==> src/hw/sec_pkg.sv <==
// Purpose: shared constants and types for the sine encoder capture block
// Assumes: 50 MHz clk, AXI4-Lite register access, 32-bit data
// Notes:   register offsets are byte addresses of aligned words
package sec_pkg;
   // ----------------------------------------------------------------
   // register map
   // ----------------------------------------------------------------
   localparam logic [7:0] OFS_CTRL    = 8'h00;
   localparam logic [7:0] OFS_BIAS    = 8'h04;
   localparam logic [7:0] OFS_PHASE   = 8'h08;
   localparam logic [7:0] OFS_SERVO   = 8'h0c;
   localparam logic [7:0] OFS_TRIG    = 8'h10;
   localparam logic [7:0] OFS_MAG     = 8'h14;
   localparam logic [7:0] OFS_STATUS  = 8'h18;
   localparam logic [7:0] OFS_IRQ_ST  = 8'h1c;
   localparam logic [7:0] OFS_IRQ_CLR = 8'h20;
   localparam logic [7:0] OFS_IRQ_EN  = 8'h24;
   // ----------------------------------------------------------------
   // control fields and reset values
   // ----------------------------------------------------------------
   localparam int          CTRL_ATAN_BIT  = 0;
   localparam int          CTRL_TSEL_LSB  = 1;
   localparam int          CTRL_DIR_BIT   = 3;
   localparam int          CTRL_TRIG_LSB  = 4;
   localparam logic [31:0] CTRL_RST       = 32'h0000_0010;
   localparam logic [31:0] BIAS_RST       = 32'h0000_0000;
   localparam int          STAT_LOSS_BIT  = 31;
   localparam int          STAT_TRIG_BIT  = 0;
   localparam int          IRQ_W          = 3;
   localparam int          IRQ_TRIG       = 0;
   localparam int          IRQ_LOSS       = 1;
   localparam int          IRQ_PHASE      = 2;
   // ----------------------------------------------------------------
   // word layout
   // ----------------------------------------------------------------
   localparam int          ATAN_FRAC_W   = 12;
   localparam int          TRIG_FRAC_W   = 8;
   localparam int          ANGLE_W       = 14;
   localparam int          MAG_W         = 16;
   localparam int          LOSS_TOP_W    = 4;
   localparam logic [11:0] HALF_ATAN     = 12'h800;
   localparam logic [7:0]  HALF_TIMER    = 8'h80;
   localparam logic [1:0]  RESP_OKAY     = 2'b00;
   localparam logic [1:0]  RESP_SLVERR   = 2'b10;
   // trigger edge choices
   typedef enum logic [1:0] {SEC_TRG_RISE, SEC_TRG_FALL, SEC_TRG_BOTH, SEC_TRG_OFF} sec_trg_e;
   // one converter sample pair
   typedef struct packed {
      logic        valid;
      logic [15:0] sine;
      logic [15:0] cosine;
   } sec_conv_s;
endpackage : sec_pkg

==> src/hw/sec_magnitude.sv <==
// Purpose: signal magnitude and loss flag from converter samples
// Assumes: signed 16-bit sine and cosine samples
// Notes:   result updates one cycle after each valid sample pair
`timescale 1ns/1ps
`default_nettype none
module sec_magnitude
   import sec_pkg::*;
(
   input  wire logic              clk,        // system clock
   input  wire logic              srst,       // sync reset, high
   input  wire sec_pkg::sec_conv_s sample,    // converter pair
   output logic [15:0]            mag_ff,     // magnitude value
   output logic                   loss_ff     // loss flag, high true
);
   logic signed [31:0] sq_sin;
   logic signed [31:0] sq_cos;
   logic        [32:0] sum;
   logic        [15:0] nxt_mag;
   logic               nxt_loss;

   // ----------------------------------------------------------------
   // sum of squares
   // ----------------------------------------------------------------
   // squares summed
   always_comb
   begin
      sq_sin   = $signed(sample.sine) * $signed(sample.sine);
      sq_cos   = $signed(sample.cosine) * $signed(sample.cosine);
      sum      = {1'b0, sq_sin} + {1'b0, sq_cos};
      nxt_mag  = mag_ff;
      nxt_loss = loss_ff;
      if (sample.valid)
      begin
         nxt_mag  = sum[31:16];
         nxt_loss = (sum[31:32-LOSS_TOP_W] == '0);
      end
   end

   // loss high at reset: a dead encoder never reads good
   always_ff @(posedge clk)
   begin
      if (srst)
      begin
         mag_ff  <= 16'h0000;
         loss_ff <= 1'b1;
      end
      else
      begin
         mag_ff  <= nxt_mag;
         loss_ff <= nxt_loss;
      end
   end
endmodule : sec_magnitude
`default_nettype wire

==> src/hw/sec_atan.sv <==
// Purpose: iterative cordic arctangent of bias-corrected samples
// Assumes: signed 16-bit samples, one start at a time
// Notes:   answer after ANGLE_W+1 cycles; a start while busy is dropped
`timescale 1ns/1ps
`default_nettype none
module sec_atan
   import sec_pkg::*;
(
   input  wire logic              clk,        // system clock
   input  wire logic              srst,       // sync reset, high
   input  wire sec_pkg::sec_conv_s sample,    // raw converter pair
   input  wire logic [31:0]       bias,       // cos [31:16], sin [15:0]
   output logic [13:0]            angle_ff    // angle, full turn = 2^14
);
   typedef enum {SEC_IDLE, SEC_RUN} sec_st_e;
   sec_st_e            st_ff, nxt_st;
   logic signed [19:0] x_ff, y_ff, nxt_x, nxt_y, xs, ys, sx, sy;
   logic        [13:0] z_ff, nxt_z, nxt_angle;
   logic        [3:0]  i_ff, nxt_i;

   // arctan of 2^-i in units of 2^-14 turn
   function automatic logic [13:0] sec_atan_step(input logic [3:0] i);
      case (i)
         4'd0:    sec_atan_step = 14'h0800;
         4'd1:    sec_atan_step = 14'h04b9;
         4'd2:    sec_atan_step = 14'h027f;
         4'd3:    sec_atan_step = 14'h0144;
         4'd4:    sec_atan_step = 14'h00a3;
         4'd5:    sec_atan_step = 14'h0051;
         4'd6:    sec_atan_step = 14'h0029;
         4'd7:    sec_atan_step = 14'h0014;
         4'd8:    sec_atan_step = 14'h000a;
         4'd9:    sec_atan_step = 14'h0005;
         4'd10:   sec_atan_step = 14'h0003;
         4'd11:   sec_atan_step = 14'h0001;
         4'd12:   sec_atan_step = 14'h0001;
         default: sec_atan_step = 14'h0000;
      endcase
   endfunction : sec_atan_step

   // ----------------------------------------------------------------
   // vectoring cordic
   // ----------------------------------------------------------------
   always_comb
   begin
      ys        = 20'($signed(sample.sine)) + 20'($signed(bias[15:0]));
      xs        = 20'($signed(sample.cosine)) + 20'($signed(bias[31:16]));
      sx        = x_ff >>> i_ff;
      sy        = y_ff >>> i_ff;
      nxt_st    = st_ff;
      nxt_x     = x_ff;
      nxt_y     = y_ff;
      nxt_z     = z_ff;
      nxt_i     = i_ff;
      nxt_angle = angle_ff;
      case (st_ff)
         SEC_IDLE:
         begin
            if (sample.valid)
            begin
               // left half plane pre-rotated by half a turn
               nxt_x  = xs[19] ? -xs : xs;
               nxt_y  = xs[19] ? -ys : ys;
               nxt_z  = xs[19] ? 14'h2000 : 14'h0000;
               nxt_i  = 4'd0;
               nxt_st = SEC_RUN;
            end
         end
         SEC_RUN:
         begin
            if (y_ff[19])
            begin
               nxt_x = x_ff - sy;
               nxt_y = y_ff + sx;
               nxt_z = z_ff - sec_atan_step(i_ff);
            end
            else
            begin
               nxt_x = x_ff + sy;
               nxt_y = y_ff - sx;
               nxt_z = z_ff + sec_atan_step(i_ff);
            end
            nxt_i = i_ff + 4'd1;
            if (i_ff == 4'(ANGLE_W - 1))
            begin
               nxt_angle = nxt_z;
               nxt_st    = SEC_IDLE;
            end
         end
         default: nxt_st = SEC_IDLE;
      endcase
   end

   always_ff @(posedge clk)
   begin
      if (srst)
      begin
         st_ff    <= SEC_IDLE;
         x_ff     <= '0;
         y_ff     <= '0;
         z_ff     <= '0;
         i_ff     <= '0;
         angle_ff <= '0;
      end
      else
      begin
         st_ff    <= nxt_st;
         x_ff     <= nxt_x;
         y_ff     <= nxt_y;
         z_ff     <= nxt_z;
         i_ff     <= nxt_i;
         angle_ff <= nxt_angle;
      end
   end
endmodule : sec_atan
`default_nettype wire

==> src/hw/sec_top.sv <==
// Purpose: sine encoder position capture and signal loss detection
// Assumes: all inputs synchronous to clk; x4 quadrature decode
// Notes:   AXI4-Lite slave, one outstanding read and one write
`timescale 1ns/1ps
`default_nettype none
module sec_top
   import sec_pkg::*;
#(
   parameter int CNT_W = 24                   // whole-count width
)
(
   input  wire logic              clk,            // 50 MHz clock
   input  wire logic              srst,           // sync reset, high
   input  wire logic              quad_a,         // squared-up sine
   input  wire logic              quad_b,         // squared-up cosine
   input  wire logic              phase_strobe,   // phase clock pulse
   input  wire logic              servo_strobe,   // servo clock pulse
   input  wire logic              trigger_in,     // capture trigger
   input  wire sec_pkg::sec_conv_s encoder_converter_sample, // adc pair
   output logic                   irq,            // level interrupt
   input  wire logic [7:0]        s_axi_awaddr,   // write address
   input  wire logic              s_axi_awvalid,  // write address valid
   output logic                   s_axi_awready,  // write address ready
   input  wire logic [31:0]       s_axi_wdata,    // write data
   input  wire logic [3:0]        s_axi_wstrb,    // write strobes
   input  wire logic              s_axi_wvalid,   // write data valid
   output logic                   s_axi_wready,   // write data ready
   output logic [1:0]             s_axi_bresp,    // write response
   output logic                   s_axi_bvalid,   // response valid
   input  wire logic              s_axi_bready,   // response ready
   input  wire logic [7:0]        s_axi_araddr,   // read address
   input  wire logic              s_axi_arvalid,  // read address valid
   output logic                   s_axi_arready,  // read address ready
   output logic [31:0]            s_axi_rdata,    // read data
   output logic [1:0]             s_axi_rresp,    // read response
   output logic                   s_axi_rvalid,   // read valid
   input  wire logic              s_axi_rready    // read ready
);
   // ----------------------------------------------------------------
   // declarations
   // ----------------------------------------------------------------
   logic [31:0]      ctrl_ff, nxt_ctrl, bias_ff, nxt_bias;
   logic [IRQ_W-1:0] irq_st_ff, nxt_irq_st, irq_en_ff, nxt_irq_en, ev;
   logic [31:0]      phase_ff, nxt_phase, servo_ff, nxt_servo;
   logic [31:0]      trig_ff, nxt_trig;
   logic             trig_seen_ff, nxt_trig_seen;
   logic [CNT_W-1:0] cnt_ff, nxt_cnt;
   logic [1:0]       ab_ff;
   logic             trig_prev_ff, loss_prev_ff;
   logic [15:0]      period_ff, nxt_period, since_ff, nxt_since;
   logic [23:0]      quot;
   logic [7:0]       tfrac;
   logic [11:0]      afrac;
   logic [13:0]      angle;
   logic [15:0]      mag;
   logic             loss, step, up, fire;
   sec_trg_e         trg_sel;
   logic             bvalid_ff, nxt_bvalid, rvalid_ff, nxt_rvalid;
   logic [1:0]       bresp_ff, nxt_bresp, rresp_ff, nxt_rresp;
   logic [31:0]      rdata_ff, nxt_rdata;
   logic             wr_go, rd_go;

   // mapped offsets, read and write decode
   function automatic logic sec_mapped(input logic [7:0] a);
      sec_mapped = (a[1:0] == 2'b00) && (a <= OFS_IRQ_EN);
   endfunction : sec_mapped

   // byte-lane write merge
   function automatic logic [31:0] sec_merge(input logic [31:0] old,
                                             input logic [31:0] d,
                                             input logic [3:0]  s);
      for (int k = 0; k < 4; k++)
      begin
         sec_merge[8*k +: 8] = s[k] ? d[8*k +: 8] : old[8*k +: 8];
      end
   endfunction : sec_merge

   // ----------------------------------------------------------------
   // submodules
   // ----------------------------------------------------------------
   sec_atan u_atan (
      .clk      (clk),
      .srst     (srst),
      .sample   (encoder_converter_sample),
      .bias     (bias_ff),
      .angle_ff (angle)
   );

   sec_magnitude u_mag (
      .clk     (clk),
      .srst    (srst),
      .sample  (encoder_converter_sample),
      .mag_ff  (mag),
      .loss_ff (loss)
   );

   // ----------------------------------------------------------------
   // quadrature counter and 1/T timer
   // ----------------------------------------------------------------
   // x4 decode: one line changing is a count
   always_comb
   begin
      step       = (quad_a ^ ab_ff[1]) ^ (quad_b ^ ab_ff[0]);
      up         = (ab_ff[1] ^ quad_b) ^ ctrl_ff[CTRL_DIR_BIT];
      nxt_cnt    = cnt_ff;
      nxt_period = period_ff;
      nxt_since  = (since_ff == 16'hffff) ? since_ff : since_ff + 16'd1;
      if (step)
      begin
         nxt_cnt    = up ? cnt_ff + 1'b1 : cnt_ff - 1'b1;
         nxt_period = nxt_since;
         nxt_since  = 16'h0000;
      end
   end

   // fraction saturates below one count at low speed
   // shared half-count offset
   always_comb
   begin
      quot  = (period_ff == 16'h0000) ? 24'hffffff
                                      : {since_ff, 8'h00} / {8'h00, period_ff};
      tfrac = ((quot > 24'h0000ff) ? 8'hff : quot[7:0]) + HALF_TIMER;
      afrac = angle[ATAN_FRAC_W-1:0] + HALF_ATAN;
   end

   always_ff @(posedge clk)
   begin
      if (srst)
      begin
         cnt_ff    <= '0;
         ab_ff     <= 2'b00;
         period_ff <= 16'h0000;
         since_ff  <= 16'h0000;
      end
      else
      begin
         cnt_ff    <= nxt_cnt;
         ab_ff     <= {quad_a, quad_b};
         period_ff <= nxt_period;
         since_ff  <= nxt_since;
      end
   end

   // ----------------------------------------------------------------
   // capture words
   // ----------------------------------------------------------------
   always_comb
   begin
      trg_sel   = sec_trg_e'(ctrl_ff[CTRL_TRIG_LSB +: 2]);
      case (trg_sel)
         SEC_TRG_RISE: fire = trigger_in & ~trig_prev_ff;
         SEC_TRG_FALL: fire = ~trigger_in & trig_prev_ff;
         SEC_TRG_BOTH: fire = trigger_in ^ trig_prev_ff;
         default:      fire = 1'b0;
      endcase
      nxt_phase     = phase_ff;
      nxt_servo     = servo_ff;
      nxt_trig      = trig_ff;
      nxt_trig_seen = trig_seen_ff;
      if (phase_strobe)
      begin
         nxt_phase = ctrl_ff[CTRL_ATAN_BIT] ? {cnt_ff[19:0], afrac}
                                            : {cnt_ff[23:0], HALF_TIMER};
      end
      if (servo_strobe)
      begin
         nxt_servo = ctrl_ff[CTRL_ATAN_BIT] ? {cnt_ff[19:0], afrac}
                                            : {cnt_ff[23:0], HALF_TIMER};
      end
      if (fire)
      begin
         nxt_trig      = {cnt_ff[23:0],
                          (ctrl_ff[CTRL_TSEL_LSB +: 2] == 2'b00) ? tfrac : 8'h00};
         nxt_trig_seen = 1'b1;
      end
      else if (rd_go && s_axi_araddr == OFS_TRIG)
      begin
         nxt_trig_seen = 1'b0;
      end
   end

   always_ff @(posedge clk)
   begin
      if (srst)
      begin
         phase_ff     <= 32'h0000_0000;
         servo_ff     <= 32'h0000_0000;
         trig_ff      <= 32'h0000_0000;
         trig_seen_ff <= 1'b0;
         trig_prev_ff <= 1'b0;
         loss_prev_ff <= 1'b1;
      end
      else
      begin
         phase_ff     <= nxt_phase;
         servo_ff     <= nxt_servo;
         trig_ff      <= nxt_trig;
         trig_seen_ff <= nxt_trig_seen;
         trig_prev_ff <= trigger_in;
         loss_prev_ff <= loss;
      end
   end

   // ----------------------------------------------------------------
   // AXI4-Lite slave and registers
   // ----------------------------------------------------------------
   // address and data are taken together; simpler than two skid paths
   assign wr_go         = s_axi_awvalid & s_axi_wvalid & ~bvalid_ff;
   assign rd_go         = s_axi_arvalid & ~rvalid_ff;
   assign s_axi_awready = wr_go;
   assign s_axi_wready  = wr_go;
   assign s_axi_arready = rd_go;
   assign s_axi_bvalid  = bvalid_ff;
   assign s_axi_bresp   = bresp_ff;
   assign s_axi_rvalid  = rvalid_ff;
   assign s_axi_rresp   = rresp_ff;
   assign s_axi_rdata   = rdata_ff;
   assign irq           = |(irq_st_ff & irq_en_ff);

   always_comb
   begin
      ev             = '0;
      ev[IRQ_TRIG]   = fire;
      ev[IRQ_LOSS]   = loss & ~loss_prev_ff;
      ev[IRQ_PHASE]  = phase_strobe;
      nxt_ctrl       = ctrl_ff;
      nxt_bias       = bias_ff;
      nxt_irq_en     = irq_en_ff;
      nxt_irq_st     = irq_st_ff;
      nxt_bvalid     = bvalid_ff & ~s_axi_bready;
      nxt_bresp      = bresp_ff;
      nxt_rvalid     = rvalid_ff & ~s_axi_rready;
      nxt_rresp      = rresp_ff;
      nxt_rdata      = rdata_ff;
      if (wr_go)
      begin
         nxt_bvalid = 1'b1;
         nxt_bresp  = sec_mapped(s_axi_awaddr) ? RESP_OKAY : RESP_SLVERR;
         case (s_axi_awaddr)
            OFS_CTRL:    nxt_ctrl   = sec_merge(ctrl_ff, s_axi_wdata, s_axi_wstrb);
            OFS_BIAS:    nxt_bias   = sec_merge(bias_ff, s_axi_wdata, s_axi_wstrb);
            OFS_IRQ_EN:  nxt_irq_en = s_axi_wstrb[0] ? s_axi_wdata[IRQ_W-1:0] : irq_en_ff;
            OFS_IRQ_CLR: nxt_irq_st = s_axi_wstrb[0] ? irq_st_ff & ~s_axi_wdata[IRQ_W-1:0]
                                                     : irq_st_ff;
            default:     nxt_ctrl   = ctrl_ff;
         endcase
      end
      // new events win over a clear in the same cycle
      nxt_irq_st = nxt_irq_st | ev;
      if (rd_go)
      begin
         nxt_rvalid = 1'b1;
         nxt_rresp  = sec_mapped(s_axi_araddr) ? RESP_OKAY : RESP_SLVERR;
         case (s_axi_araddr)
            OFS_CTRL:   nxt_rdata = ctrl_ff;
            OFS_BIAS:   nxt_rdata = bias_ff;
            OFS_PHASE:  nxt_rdata = phase_ff;
            OFS_SERVO:  nxt_rdata = servo_ff;
            OFS_TRIG:   nxt_rdata = trig_ff;
            OFS_MAG:    nxt_rdata = {16'h0000, mag};
            OFS_STATUS: nxt_rdata = {loss, 30'h0, trig_seen_ff};
            OFS_IRQ_ST: nxt_rdata = {{(32-IRQ_W){1'b0}}, irq_st_ff};
            OFS_IRQ_EN: nxt_rdata = {{(32-IRQ_W){1'b0}}, irq_en_ff};
            default:    nxt_rdata = 32'h0000_0000;
         endcase
      end
   end

   always_ff @(posedge clk)
   begin
      if (srst)
      begin
         ctrl_ff   <= CTRL_RST;
         bias_ff   <= BIAS_RST;
         irq_en_ff <= '0;
         irq_st_ff <= '0;
         bvalid_ff <= 1'b0;
         bresp_ff  <= RESP_OKAY;
         rvalid_ff <= 1'b0;
         rresp_ff  <= RESP_OKAY;
         rdata_ff  <= 32'h0000_0000;
      end
      else
      begin
         ctrl_ff   <= nxt_ctrl;
         bias_ff   <= nxt_bias;
         irq_en_ff <= nxt_irq_en;
         irq_st_ff <= nxt_irq_st;
         bvalid_ff <= nxt_bvalid;
         bresp_ff  <= nxt_bresp;
         rvalid_ff <= nxt_rvalid;
         rresp_ff  <= nxt_rresp;
         rdata_ff  <= nxt_rdata;
      end
   end
endmodule : sec_top
`default_nettype wire

==> config.mk <==
export PLATFORM = sky130hd
export DESIGN_NAME = sec_top
export DESIGN_NICKNAME = d
export VERILOG_FILES = /design/src/hw/sec_pkg.sv /design/src/hw/sec_magnitude.sv /design/src/hw/sec_atan.sv /design/src/hw/sec_top.sv
export SDC_FILE = /design/constraint.sdc
export NUM_CORES = 2
export LEC_CHECK = 0
export CAP_MARGIN = 20
export CORE_ASPECT_RATIO = 0.6
export CORE_MARGIN = 3
export CORE_UTILIZATION = 45
export CTS_CLUSTER_SIZE = 40
export DETAILED_ROUTE_END_ITERATION = 10
export DONT_BUFFER_PORTS = 1
export PLACE_DENSITY = 0.69
export SETUP_SLACK_MARGIN = 0.2
export SLEW_MARGIN = 20
export SYNTH_ARGS = -nofsm -noshare
export SYNTH_HDL_FRONTEND = slang
export SYNTH_HIERARCHICAL = 1
export SYNTH_SLANG_ARGS = --single-unit
==> constraint.sdc <==
create_clock -name clk -period 66 [get_ports clk]
set_input_delay 13.2 -clock clk [delete_from_list [all_inputs] [get_ports clk]]
set_output_delay 13.2 -clock clk [all_outputs]
set_load 0.01 [all_outputs]
==> summary.md <==
| Metric | Value |
|---|---|
| Beginning of the critical path | `period_ff[0]` |
| CTS Buf Count | `42` |
| Crit path max-delay family | `compound AO/OA/AOI/OAI gates` |
| CP endpoint kind | `flip-flop` |
| Via count | `53,500` |
| Total GRT Usage | `28.9%` |
| CTS Buffer Depth | `3` |
| Total global routing overflow | `0` |
| Initial antenna violation count | `12` |
| TritonRoute pass-1 iters | `9` |
| Max FO, Critical Path | `28` |
| Tmin final | `62,390 ps` |
| Post-Syn Area | `0.0578 sq mm` |
| First-pass GRT wire length | `305,000 um` |
| Max Slew Vio Count | `0` |
| Cells after synthesis | `7,061` |
| Worst-Margin Slew | `1060 ps` |
| Multi-input logic area | `0.0471 sq mm` |
| Worst R2R Path Depth | `360` |
| Row count | `101` |
| R2r startpoint | `period_ff[0]` |
| Cell mode on critical path | `o21a_1` |
| Via/cell ratio | `6.08` |
| Initial Util | `45.5%` |
| Die area | `0.133 sq mm` |
| Avg WL per Cell | `22.4 um` |
| CTS Root Cell | `clkbuf_16` |
| Worst skew pair latency | `610 ps` |
| Post-cts hold buffer count | `0` |
| Critical path arrival | `62,880 ps` |
| HPWL Detailed | `156,000 um` |
| Largest net degree at the start of global routing | `329` |
| Drt drc | `0` |
| WL final | `197,000 um` |
| Die Wd | `469 um` |
| Critical path class | `flip-flop to flip-flop` |
| Critical Path RT | `66,480 ps` |
| Port-buffer cells | `0` |
| Layout Nets | `8,223` |
| Final Cycle Share | `94.5%` |
| Crit-path slowest cell | `or4_1` |
| Max Cap Violations | `0` |
| Max Fclk | `16.0 MHz` |
| Worst-path clk slew | `70 ps` |
| Critical path launch point type | `flip-flop` |
| Hold Path Cell Cnt | `2` |
| TNS Setup | `0 ps` |
| Core area | `0.127 sq mm` |
| Die Y | `284 um` |
| Setup violators final | `0` |
| H-tree depth | `2` |
| Synth warn | `6` |
| CTS tree | `done` |
| Antenna viol nets, final | `0` |
| Reg2reg end | `trig_ff[0]` |
| Layout cell share with drive strength beyond 1 | `10.1%` |
| DR iter-0 viols | `5,759` |
| Final Wtd Congestion | `1.03` |
| Fill cells | `12,100` |
| Clock tree sinks | `361` |
| Critical Path Max Stage Delay | `570 ps` |
| Sequential Area | `0.00724 sq mm` |
| CP Capture Point | `trig_ff[0]` |
| Clk_skew | `56.7 ps` |
| Rel. slew slack | `27.3%` |
| Flop2flop setup slack | `3610 ps` |
| Worst path depth | `360` |
| HP Class | `flip-flop to flip-flop` |
| Number of global-route vias before repair | `51,100` |
| Layout area overhead | `8.85%` |
| CP bufs+invs | `18` |
| I/O pin cnt | `139` |
| Hold Fails Final Rpt | `0` |
| Status | `complete, no violations` |
| Post-Syn Area per Cell | `8.18 sq um` |
-- worst min path at each step --
stage	startpoint	slack [ps]	endpoint
after global routing	trig_ff[26]	480	trig_ff[26]
after floorplan	trig_ff[31]	430	trig_ff[31]
after CTS	trig_ff[23]	450	trig_ff[23]
after global placement	trig_ff[17]	430	trig_ff[17]
after detailed placement	trig_ff[23]	440	trig_ff[23]
final	trig_ff[18]	460	trig_ff[18]
-- layout make-up --
class	count	share of cell area [%]
sequential	361	11.5
clock buffer	55	1.88
multi-input combinational	5605	74.9
timing repair buffer	239	2.90
clock inverter	23	0.482
tap	1699	3.38
inverter	818	4.88
antenna	14	0.0557
-- stage by stage --
step	instance area [sq um]	utilization, %	cells	hold slack (ps)	worst slack (ps)
2_1_floorplan	57900	-	7081	431	261
3_3_place_gp	60300	47.5	8663	434	1010
3_5_place_dp	60300	47.5	8663	442	-567
4_1_cts	61800	48.7	8747	452	267
5_1_grt	62800	49.5	8802	478	-223
6_report	62900	49.5	8814	457	3610
-- what timing repair did --
item,CTS,global route
setup endpoints to repair,1,3
gates cloned,0,1
resized for setup,11,166
pin swaps,5,60
setup buffers,6,52
-- layer usage --
layer | wire (um) | vias to the layer above | global-route usage, %
met5 | 33 | - | 0
met2 | 77600 | 2668 | 40.0
met1 | 91100 | 26000 | 44.2
met3 | 24000 | 252 | 8.46
met4 | 4380 | 6 | 5.47
li1 | - | 24700 | -
-- registers in the layout, indices dropped and copies added (netlist names), 2 cells and up, named ones only --
name,flops
ctrl_ff,32
phase_ff,32
period_ff,16
servo_ff,32
u_atan/x_ff,20
since_ff,16
u_atan/i_ff,4
trig_ff,32
u_atan/angle_ff,12
cnt_ff,24
irq_en_ff,3
s_axi_rdata,32
u_atan/z_ff,12
irq_st_ff,3
bias_ff,32
ab_ff,2
u_atan/y_ff,20
u_mag/mag_ff,16
-- worst register-to-register path, delay by kind of cell (launching register included) --
family	cells	cell delay, ps
AOI/OAI and AO/OA	213	36010
xor gates and xnor gates	4	800
adders and majority gates	24	7360
buffers and inverters	18	2640
DFF	1	340
muxes	4	1230
and+or+nand+nor	97	13820
-- cell usage in the layout, fill, tap and decap left out, types with 138 or more instances in the layout --
| cell | n |
|---|---|
| nand2_1 | 546 |
| nand3_1 | 139 |
| fa_1 | 532 |
| o21a_1 | 154 |
| a21o_1 | 169 |
| nor2_1 | 584 |
| mux2i_1 | 147 |
| inv_1 | 809 |
| a21oi_1 | 401 |
| and2_1 | 138 |
| nor3_1 | 169 |
| o21ai_0 | 229 |
| buf_4 | 232 |
| ha_1 | 521 |
| xnor2_1 | 225 |
| dfxtp_1 | 351 |
Power is left out: the tool's default activity adds up to more than one toggle a clock period on the data nets, which glitch-free logic cannot reach.
